--- config.mk ---
export PLATFORM = sky130hd
export DESIGN_NAME = wdt_trap_top
export DESIGN_NICKNAME = d
export VERILOG_FILES = /design/src/wdt_pkg.sv /design/src/wdt_counter.sv /design/src/wdt_fetch_trap.sv /design/src/wdt_trap_top.sv
export SDC_FILE = /design/constraint.sdc
export NUM_CORES = 1
export LEC_CHECK = 0
export BUFFER_PORTS_ARGS = -buffer_cell sky130_fd_sc_hd__buf_2
export CAP_MARGIN = 40
export CORE_MARGIN = 8
export CORE_UTILIZATION = 54
export DETAILED_ROUTE_END_ITERATION = 10
export GPL_ROUTABILITY_DRIVEN = 0
export PLACE_DENSITY = 0.91
export SYNTH_ARGS = -nofsm -noshare
export SYNTH_HDL_FRONTEND = slang
export SYNTH_SLANG_ARGS = --single-unit
--- constraint.sdc ---
create_clock -name clk -period 4.1 [get_ports clk]
set_clock_uncertainty 0.15 [all_clocks]
set_input_delay 0.82 -clock clk [delete_from_list [all_inputs] [get_ports clk]]
set_output_delay 0.82 -clock clk [all_outputs]
set_load 0.005 [all_outputs]
--- src/wdt_pkg.sv ---
// Constants, register map and carrier types of the watchdog and address-trap block.
// Assumes clk is the fast clock and the slow clock arrives on a pin.
package wdt_pkg;
	localparam int APB_ADDR_W = 12;
	localparam logic [11:0] CTRL_ADDR = 12'h034;
	localparam logic [11:0] CMD_ADDR = 12'h038;
	localparam logic [11:0] STATUS_ADDR = 12'h03c;

	localparam int CTRL_RAM_TRAP_BIT = 5;
	localparam int CTRL_TRAP_ACTION_BIT = 4;
	localparam int CTRL_ENABLE_BIT = 3;
	localparam int CTRL_TIME_LSB = 1;
	localparam int CTRL_OVF_ACTION_BIT = 0;
	localparam logic [7:0] CTRL_RESET = 8'h39;

	localparam logic [7:0] CMD_CLEAR = 8'h4e;
	localparam logic [7:0] CMD_DISABLE = 8'hb1;
	localparam logic [7:0] CMD_RAM_COMMIT = 8'hd2;

	localparam logic [31:0] UNDEF_READ = 32'h0000_0000;

	localparam int STAT_RUNNING_BIT = 0;
	localparam int STAT_COUNT_LSB = 1;
	localparam int STAT_PIN_BIT = 3;
	localparam int STAT_RAM_TRAP_BIT = 4;
	localparam int STAT_OVF_ACTION_BIT = 5;
	localparam int STAT_RESET_BUSY_BIT = 6;

	localparam int FC_TAP_LOG2_DEFAULT = 23;
	localparam int FS_TAP_LOG2_DEFAULT = 15;

	localparam int CLK_PERIOD_NS = 20;
	localparam int RESET_FC_PERIODS = 24;
	localparam int RESET_TIME_NS = RESET_FC_PERIODS * CLK_PERIOD_NS;
	localparam int RESET_CYCLES = RESET_TIME_NS / CLK_PERIOD_NS;

	localparam logic [15:0] SFR_LO_DEFAULT = 16'h0000;
	localparam logic [15:0] SFR_HI_DEFAULT = 16'h003f;
	localparam logic [15:0] RAM_LO_DEFAULT = 16'h0040;
	localparam logic [15:0] RAM_HI_DEFAULT = 16'h083f;
	localparam logic [15:0] DBR_LO_DEFAULT = 16'h0f00;
	localparam logic [15:0] DBR_HI_DEFAULT = 16'h0fff;

	typedef struct packed {
		logic [11:0] paddr;
		logic pwrite;
		logic [31:0] pwdata;
	} apb_req_s;

	typedef struct packed {
		logic valid;
		logic [15:0] addr;
	} fetch_s;

	function automatic logic [31:0] low_mask(input logic [4:0] n);
		return (32'h0000_0001 << n) - 32'h0000_0001;
	endfunction : low_mask
endpackage : wdt_pkg

--- src/wdt_counter.sv ---
// Prescaling divider followed by a two-stage binary counter.
// Assumes fs_edge is a one-cycle pulse already synchronised to clk.
module wdt_counter import wdt_pkg::*; #(
	parameter int FC_TAP_LOG2 = FC_TAP_LOG2_DEFAULT,
	parameter int FS_TAP_LOG2 = FS_TAP_LOG2_DEFAULT
) (
	input wire logic clk,
	input wire logic rst,
	input wire logic fs_edge,
	input wire logic use_fs,
	input wire logic [1:0] time_sel,
	input wire logic pause,
	input wire logic clear_bin,
	input wire logic hold_clear,
	output logic overflow,
	output logic [1:0] bin_count
);
	localparam int DIV_W = FC_TAP_LOG2 > FS_TAP_LOG2 ? FC_TAP_LOG2 : FS_TAP_LOG2;

	generate
		if (FC_TAP_LOG2 < 7 || FC_TAP_LOG2 > 31 || FS_TAP_LOG2 < 7 || FS_TAP_LOG2 > 31) begin : g_chk
			$error("Divider tap widths must lie between 7 and 31");
		end
	endgenerate

	logic [DIV_W-1:0] div;
	logic div_step;
	logic [4:0] tap;
	logic tick;

	assign div_step = !pause && (use_fs ? fs_edge : 1'b1);
	// Code 00 takes the highest tap, each step down two binary stages
	assign tap = (use_fs ? 5'(FS_TAP_LOG2) : 5'(FC_TAP_LOG2)) - {2'b00, time_sel, 1'b0};
	assign tick = div_step && ((32'(div) & low_mask(tap)) == low_mask(tap));

	// Divider is never cleared by software
	always_ff @(posedge clk or posedge rst) begin
		if (rst) begin
			div <= '0;
		end else if (div_step) begin
			div <= div + 1'b1;
		end
	end

	always_ff @(posedge clk or posedge rst) begin
		if (rst) begin
			bin_count <= 2'b00;
			overflow <= 1'b0;
		end else begin
			overflow <= 1'b0;
			if (hold_clear || clear_bin) begin
				bin_count <= 2'b00;
			end else if (tick) begin
				bin_count <= bin_count + 2'b01;
				overflow <= (bin_count == 2'b11);
			end
		end
	end
endmodule : wdt_counter

--- src/wdt_fetch_trap.sv ---
// Classifies instruction fetch addresses into trapping areas.
// Assumes the fetch strobe is synchronous to clk and lasts one cycle per fetch.
module wdt_fetch_trap import wdt_pkg::*; #(
	parameter logic [15:0] SFR_LO = SFR_LO_DEFAULT,
	parameter logic [15:0] SFR_HI = SFR_HI_DEFAULT,
	parameter logic [15:0] RAM_LO = RAM_LO_DEFAULT,
	parameter logic [15:0] RAM_HI = RAM_HI_DEFAULT,
	parameter logic [15:0] DBR_LO = DBR_LO_DEFAULT,
	parameter logic [15:0] DBR_HI = DBR_HI_DEFAULT
) (
	input wire fetch_s fetch,
	input wire logic ram_trap_active,
	output logic trap_hit
);
	function automatic logic in_area(input logic [15:0] a, input logic [15:0] lo,
		input logic [15:0] hi);
		return (a >= lo) && (a <= hi);
	endfunction : in_area

	logic hit_fixed;
	logic hit_ram;

	assign hit_fixed = in_area(fetch.addr, SFR_LO, SFR_HI) || in_area(fetch.addr, DBR_LO, DBR_HI);
	assign hit_ram = ram_trap_active && in_area(fetch.addr, RAM_LO, RAM_HI);
	assign trap_hit = fetch.valid && (hit_fixed || hit_ram);
endmodule : wdt_fetch_trap

--- src/wdt_trap_top.sv ---
// Watchdog timer and address trap with an APB register slave.
// Assumes clk is the fast clock, fs_pin is the asynchronous slow clock, rst is asynchronous.
// Operation
// - Enable bit is set out of reset so counting starts unaided.
// - Two-bit time select picks four periods, 00 longest, 11 shortest.
// - Clear code resets only the binary counter; software repeats within 3/4 period.
// - Disable code acts only while the enable bit is zero.
// - While disabled the binary counter is held cleared.
// - Once overflow action is written to interrupt it cannot return to reset.
// - Overflow with interrupt action raises the watchdog interrupt.
// - Watchdog interrupt is non-maskable.
// - Watchdog interrupt is raised even while another interrupt is in service.
// - Overflow with reset action pulls reset pin low for at most 24 fast clocks.
// - Control register is write-only; reads return undefined data.
// - New RAM trap select takes effect only after the commit code.
// - Fetches from special-function or data-buffer areas always trap.
// - Fetches from internal RAM trap only while the committed RAM trap select is one.
// - Trap with interrupt action raises a non-maskable trap interrupt.
// - Trap interrupt is raised even while another interrupt is in service.
// - Trap with reset action pulls reset pin low for at most 24 fast clocks.
// - Counter pauses in stop, warm-up, idle and sleep, then resumes.
// - Built as prescaling divider and two-stage binary counter; overflow is the event.
module wdt_trap_top import wdt_pkg::*; #(
	parameter int FC_TAP_LOG2 = FC_TAP_LOG2_DEFAULT,
	parameter int FS_TAP_LOG2 = FS_TAP_LOG2_DEFAULT
) (
	input wire logic clk,
	input wire logic rst,
	input wire logic psel,
	input wire logic penable,
	input wire apb_req_s apb_req,
	output logic [31:0] prdata,
	output logic pready,
	output logic pslverr,
	input wire logic fs_pin,
	input wire logic slow_mode,
	input wire logic divider_tap_select,
	input wire logic low_power_hold,
	input wire fetch_s fetch,
	output logic watchdog_irq,
	output logic address_trap_irq,
	output logic chip_reset_req,
	input wire logic reset_pin_in,
	output logic reset_pin_out,
	output logic reset_pin_oe
);
	typedef enum logic [1:0] {
		RST_IDLE = 2'b01,
		RST_PULSE = 2'b10
	} reset_state_e;

	function automatic logic [31:0] word_at(input logic [11:0] a);
		return {a[11:2], 2'b00};
	endfunction : word_at

	// Control fields
	logic watchdog_enable_bit;
	logic [1:0] detection_time_select;
	logic overflow_action_select;
	logic trap_action_select;
	logic ram_trap_select;
	logic ram_trap_active;
	logic running;

	// Bus decode
	logic setup_phase;
	logic write_take;
	logic hit_ctrl;
	logic hit_cmd;
	logic hit_status;
	logic ctrl_wr;
	logic cmd_wr;
	logic [7:0] wbyte;
	logic cmd_clear;
	logic cmd_disable;
	logic cmd_commit;

	// Counter and trap
	logic overflow;
	logic [1:0] bin_count;
	logic trap_hit;

	// Slow clock and pin sync
	logic [2:0] fs_sync;
	logic fs_level;
	logic fs_edge;
	logic [2:0] pin_sync;
	logic pin_level;

	// Reset pulse
	reset_state_e rst_state;
	logic [4:0] rst_count;
	logic reset_trigger;

	assign setup_phase = psel && !penable;
	assign write_take = psel && penable && apb_req.pwrite;
	assign hit_ctrl = word_at(apb_req.paddr) == 32'(CTRL_ADDR);
	assign hit_cmd = word_at(apb_req.paddr) == 32'(CMD_ADDR);
	assign hit_status = word_at(apb_req.paddr) == 32'(STATUS_ADDR);
	assign ctrl_wr = write_take && hit_ctrl;
	assign cmd_wr = write_take && hit_cmd;
	assign wbyte = apb_req.pwdata[7:0];
	assign cmd_clear = cmd_wr && (wbyte == CMD_CLEAR);
	assign cmd_disable = cmd_wr && (wbyte == CMD_DISABLE);
	assign cmd_commit = cmd_wr && (wbyte == CMD_RAM_COMMIT);

	assign pready = 1'b1;

	// Read data is captured in the setup cycle so it is stable for the access phase
	always_ff @(posedge clk or posedge rst) begin
		if (rst) begin
			prdata <= 32'h0000_0000;
			pslverr <= 1'b0;
		end else if (setup_phase) begin
			pslverr <= !(hit_ctrl || hit_cmd || hit_status);
			if (hit_status && !apb_req.pwrite) begin
				prdata <= 32'h0000_0000;
				prdata[STAT_RUNNING_BIT] <= running;
				prdata[STAT_COUNT_LSB +: 2] <= bin_count;
				prdata[STAT_PIN_BIT] <= pin_level;
				prdata[STAT_RAM_TRAP_BIT] <= ram_trap_active;
				prdata[STAT_OVF_ACTION_BIT] <= overflow_action_select;
				prdata[STAT_RESET_BUSY_BIT] <= (rst_state == RST_PULSE);
			end else begin
				prdata <= UNDEF_READ;
			end
		end
	end

	// Control register fields
	always_ff @(posedge clk or posedge rst) begin
		if (rst) begin
			watchdog_enable_bit <= CTRL_RESET[CTRL_ENABLE_BIT];
			detection_time_select <= CTRL_RESET[CTRL_TIME_LSB +: 2];
			trap_action_select <= CTRL_RESET[CTRL_TRAP_ACTION_BIT];
			ram_trap_select <= CTRL_RESET[CTRL_RAM_TRAP_BIT];
		end else if (ctrl_wr) begin
			watchdog_enable_bit <= wbyte[CTRL_ENABLE_BIT];
			detection_time_select <= wbyte[CTRL_TIME_LSB +: 2];
			trap_action_select <= wbyte[CTRL_TRAP_ACTION_BIT];
			ram_trap_select <= wbyte[CTRL_RAM_TRAP_BIT];
		end
	end

	// Overflow action can only move from reset to interrupt
	always_ff @(posedge clk or posedge rst) begin
		if (rst) begin
			overflow_action_select <= CTRL_RESET[CTRL_OVF_ACTION_BIT];
		end else if (ctrl_wr && !wbyte[CTRL_OVF_ACTION_BIT]) begin
			overflow_action_select <= 1'b0;
		end
	end

	// RAM trap select takes effect on the commit code
	always_ff @(posedge clk or posedge rst) begin
		if (rst) begin
			ram_trap_active <= CTRL_RESET[CTRL_RAM_TRAP_BIT];
		end else if (cmd_commit) begin
			ram_trap_active <= ram_trap_select;
		end
	end

	// Run state: disable code is honoured only with the enable bit low
	always_ff @(posedge clk or posedge rst) begin
		if (rst) begin
			running <= 1'b1;
		end else if (ctrl_wr && wbyte[CTRL_ENABLE_BIT]) begin
			running <= 1'b1;
		end else if (cmd_disable && !watchdog_enable_bit) begin
			running <= 1'b0;
		end
	end

	// Slow clock pin: a rising change counts once the second and third stages agree
	always_ff @(posedge clk or posedge rst) begin
		if (rst) begin
			fs_sync <= 3'b000;
			fs_level <= 1'b0;
			fs_edge <= 1'b0;
		end else begin
			fs_sync <= {fs_sync[1:0], fs_pin};
			fs_edge <= 1'b0;
			if (fs_sync[1] == fs_sync[2] && fs_sync[2] != fs_level) begin
				fs_level <= fs_sync[2];
				fs_edge <= fs_sync[2];
			end
		end
	end

	always_ff @(posedge clk or posedge rst) begin
		if (rst) begin
			pin_sync <= 3'b111;
			pin_level <= 1'b1;
		end else begin
			pin_sync <= {pin_sync[1:0], reset_pin_in};
			if (pin_sync[1] == pin_sync[2]) begin
				pin_level <= pin_sync[2];
			end
		end
	end

	wdt_counter #(
		.FC_TAP_LOG2(FC_TAP_LOG2),
		.FS_TAP_LOG2(FS_TAP_LOG2)
	) u_counter (
		.clk(clk),
		.rst(rst),
		.fs_edge(fs_edge),
		.use_fs(slow_mode || divider_tap_select),
		.time_sel(detection_time_select),
		.pause(low_power_hold),
		.clear_bin(cmd_clear),
		.hold_clear(!running),
		.overflow(overflow),
		.bin_count(bin_count)
	);

	wdt_fetch_trap u_trap (
		.fetch(fetch),
		.ram_trap_active(ram_trap_active),
		.trap_hit(trap_hit)
	);

	// Interrupts are non-maskable and never wait for a service in progress
	always_ff @(posedge clk or posedge rst) begin
		if (rst) begin
			watchdog_irq <= 1'b0;
			address_trap_irq <= 1'b0;
		end else begin
			watchdog_irq <= overflow && !overflow_action_select;
			address_trap_irq <= trap_hit && !trap_action_select;
		end
	end

	assign reset_trigger = (overflow && overflow_action_select) || (trap_hit && trap_action_select);

	// Reset pulse of a fixed number of fast clocks
	always_ff @(posedge clk or posedge rst) begin
		if (rst) begin
			rst_state <= RST_IDLE;
			rst_count <= 5'd0;
		end else begin
			case (rst_state)
				RST_IDLE: begin
					if (reset_trigger) begin
						rst_state <= RST_PULSE;
						rst_count <= 5'(RESET_CYCLES - 1);
					end
				end
				RST_PULSE: begin
					if (rst_count == 5'd0) begin
						rst_state <= RST_IDLE;
					end else begin
						rst_count <= rst_count - 5'd1;
					end
				end
				default: begin
					rst_state <= RST_IDLE;
					rst_count <= 5'd0;
				end
			endcase
		end
	end

	assign reset_pin_out = 1'b0;
	assign reset_pin_oe = (rst_state == RST_PULSE);
	assign chip_reset_req = (rst_state == RST_PULSE);
endmodule : wdt_trap_top

==> out/metrics.yaml <==
outcome: "completed"
dp_cells: 414
dr.first_iter.drc_count: 78
design_area_um2: 3520
finalWorstSetupSlack_ns: 1.04
post_drt_via_cell_ratio: 5.30
tightest_slew_ns: 0.790
hpwl_um: 4770
htreeDepth: 3
cp_slowest_stage_delay_ns: 0.56
critPathMaxFanout: 6
clk_latency_ns: 0.34
power_density_nw_per_um2: 461
drt-total-wl_um: 6450
yosysSeqAreaShare_pct: 48.7
avgSynthCellArea_um2: 10.4
setup_tns_ns: 0
layout.cells.non_filler: 430
fmax_mhz: 326
rsz0062_at_grt: "no"
hold_path.class: "flip-flop to flip-flop"
hold_violations: 0
critPathCaptureType: "flip-flop"
num_antenna_cells: 0
critPathTopFamily: "simple AND/OR/NAND/NOR gates"
overflow: 0
worstHoldStart: "fs_sync[0]"
grt_pass1_vias: 2406
finalCriticalPeriod_ns: 3.06
clk_path_buf_depth: 2
placed_area_um2: 3310
synth-edff-count: 0
maxSlewHeadroom_pct: 47.3
whs_endpoint: "fs_sync[1]"
start_util_pct: 56.2
cts_resized: 0
worstRegToRegCells: 7
syn_area_um2: 3110
antenna_found_initial: 0
row_count: 27
worst_setup_path_start_kind: "input port"
grt_max_degree: 41
cts_hold_buf: 0
die-height_um: 91.9
whs_path_depth: 0
yosysWarnings: 0
rrSetupSlack_ns: 1.32
cts_setup_buffers: 0
final_nets: 432
cts_tree: "done"
maxCapViolations: 0
reg2reg_to: "u_counter.bin_count[0]"
wire_per_inst_um: 15.0
post-place-ws_ns: 0.753
drtPass1Iterations: 4
crit_arrival_ns: 3.18
setup_violations: 0
clkTransAtPathRegs_ns: 0.06
vias: 2281
die_w_um: 91.9
crit_chain: "buf_2 > or2_1 > nand3_1 > ha_1 > nor3b_1 > a21oi_1 > o22ai_1 > or4b_1 > or4b_1 > o21ai_1"
fp.dieArea_um2: 8450
cp_common_cell: "or4b_1"
yosysTopAreaCell: "dfrtp_1"
post-route-drc-count: 0
track_usage_pct: 15.5
numCtsBuffers: 9
syn_inst: 299
io_buffers: 50
grt_pass1_wl_um: 10700
finalPower_w: 0.00162
syn2layout_area_growth_pct: 13.1
period_share_pct: 74.7
async_flop_share_pct: 100
ys_seq_elements: 60
yosysTopAreaCellShare_pct: 39.4
r2r_start: "detection_time_select[1]"
synth.area.top_cells: "dfrtp_1 39%, dfstp_2 9.3%, buf_4 7.0%, xnor2_1 3.9%, nand2_1 3.4%"
drive_gt1_share_pct: 24.6
setup.worst_path.class: "input port to flip-flop"
io_pins: 110
cp.required_ns: 4.21
finalMaxSlewViolations: 0
ys.flop_type: "dfrtp_1"
cts_sinks: 60
ant_nets: 0
design.core.area_um2: 5540
cpMaxStageDelayCell: "or4b_1"
worst-path-buf-inv: 1
p_leak_nw: 1.68
yosysUniqueCellTypes: 52
cts_root_buf: "clkbuf_8"
ir_worst_vdd_uv: 534
worst register-to-register path: cells and delay by family, from the launching register on:
kind,cells,cell delay (ns)
AO/OA/AOI/OAI,3,0.54
adder cells (fa/ha/maj),1,0.31
flip-flops,1,0.57
AND/OR/NAND/NOR,3,1.13
cell families (layout without fill, tap and decap cells):
logic type / after synthesis / in the layout / synth area share (%)
other cells: 2 / 27 / 0.241
flops: 60 / 60 / 48.7
simple gates: 103 / 103 / 17.4
fa+ha+maj: 9 / 9 / 3.54
buf+inv: 47 / 81 / 9.45
compound gates: 42 / 42 / 9.69
xor+xnor: 23 / 23 / 6.47
mux: 13 / 13 / 4.54
worst max path at each step:
stage	cells past startpoint	slack [ns]	endpoint	start
5_1_grt	10	0.89	u_counter.bin_count[0]	divider_tap_select
3_5_place_dp	10	0.75	u_counter.bin_count[0]	divider_tap_select
4_1_cts	10	1.07	u_counter.bin_count[0]	divider_tap_select
6_report	10	1.04	u_counter.bin_count[0]	divider_tap_select
2_1_floorplan	10	1.07	u_counter.bin_count[0]	divider_tap_select
3_3_place_gp	10	0.84	u_counter.bin_count[0]	divider_tap_select
power by group:
part	leakage [nW]	switching, W	internal [W]
Sequential	0.770	0.0000516	0.000656
Clock	0.105	0.000226	0.000343
Combinational	0.801	0.000190	0.000156
routing by layer:
metal | up-vias | global-route usage [%] | share of wire (%)
met5 | - | 0 | 0
met3 | 7 | 7.66 | 7.6
met4 | 0 | 5.50 | 0.95
met1 | 1104 | 16.4 | 41
li1 | 1097 | - | -
met2 | 73 | 26.2 | 51
state kept, by name, indices dropped and copies added (netlist names), 2 cells and up:
name,cells
rst_state,2
fs_sync,3
pin_sync,3
rst_count,5
prdata,7
u_counter.div,23
detection_time_select,2
u_counter.bin_count,2
through the flow:
stage / hold slack (ns) / util, %
finish: 0.208 / 63.6
global route: 0.213 / 63.6
CTS: 0.211 / 63.6
detailed placement: 0.197 / 59.8
global placement: 0.193 / 59.8
floorplan: 0.181 / -
cell usage in the layout, fill, tap and decap left out, drive strengths merged, types with 11 or more instances in the layout:
cell type | netlist | layout
buf | 31 | 51
clkbuf | 2 | 12
conb | 2 | 27
inv | 14 | 14
xnor2 | 14 | 14
dfstp | 11 | 11
nand2 | 28 | 28
dfrtp | 49 | 49
nor2 | 21 | 21
synthesized netlist by cell type (5+ instances only):
cell / instances
dfrtp_1: 49
buf_4: 29
nand2_1: 28
nor2_1: 21
inv_1: 14
xnor2_1: 14
dfstp_2: 11
a22o_1: 9
nand3_1: 9
nand4_1: 9
xor2_1: 9
ha_1: 8
o21ai_0: 7
a21oi_1: 6
nor3_1: 6
and3_1: 5
mux2_2: 5
layout make-up:
class | instances | area [um^2]
sequential | 60 | 1520
inverter | 14 | 52.6
multi-input combinational | 217 | 1400
fill | 458 | 2020
timing repair buffer | 51 | 258
clock inverter | 4 | 73.8
clock buffer | 12 | 135
tap | 72 | 90.1
(Power assumes the default switching activity.)
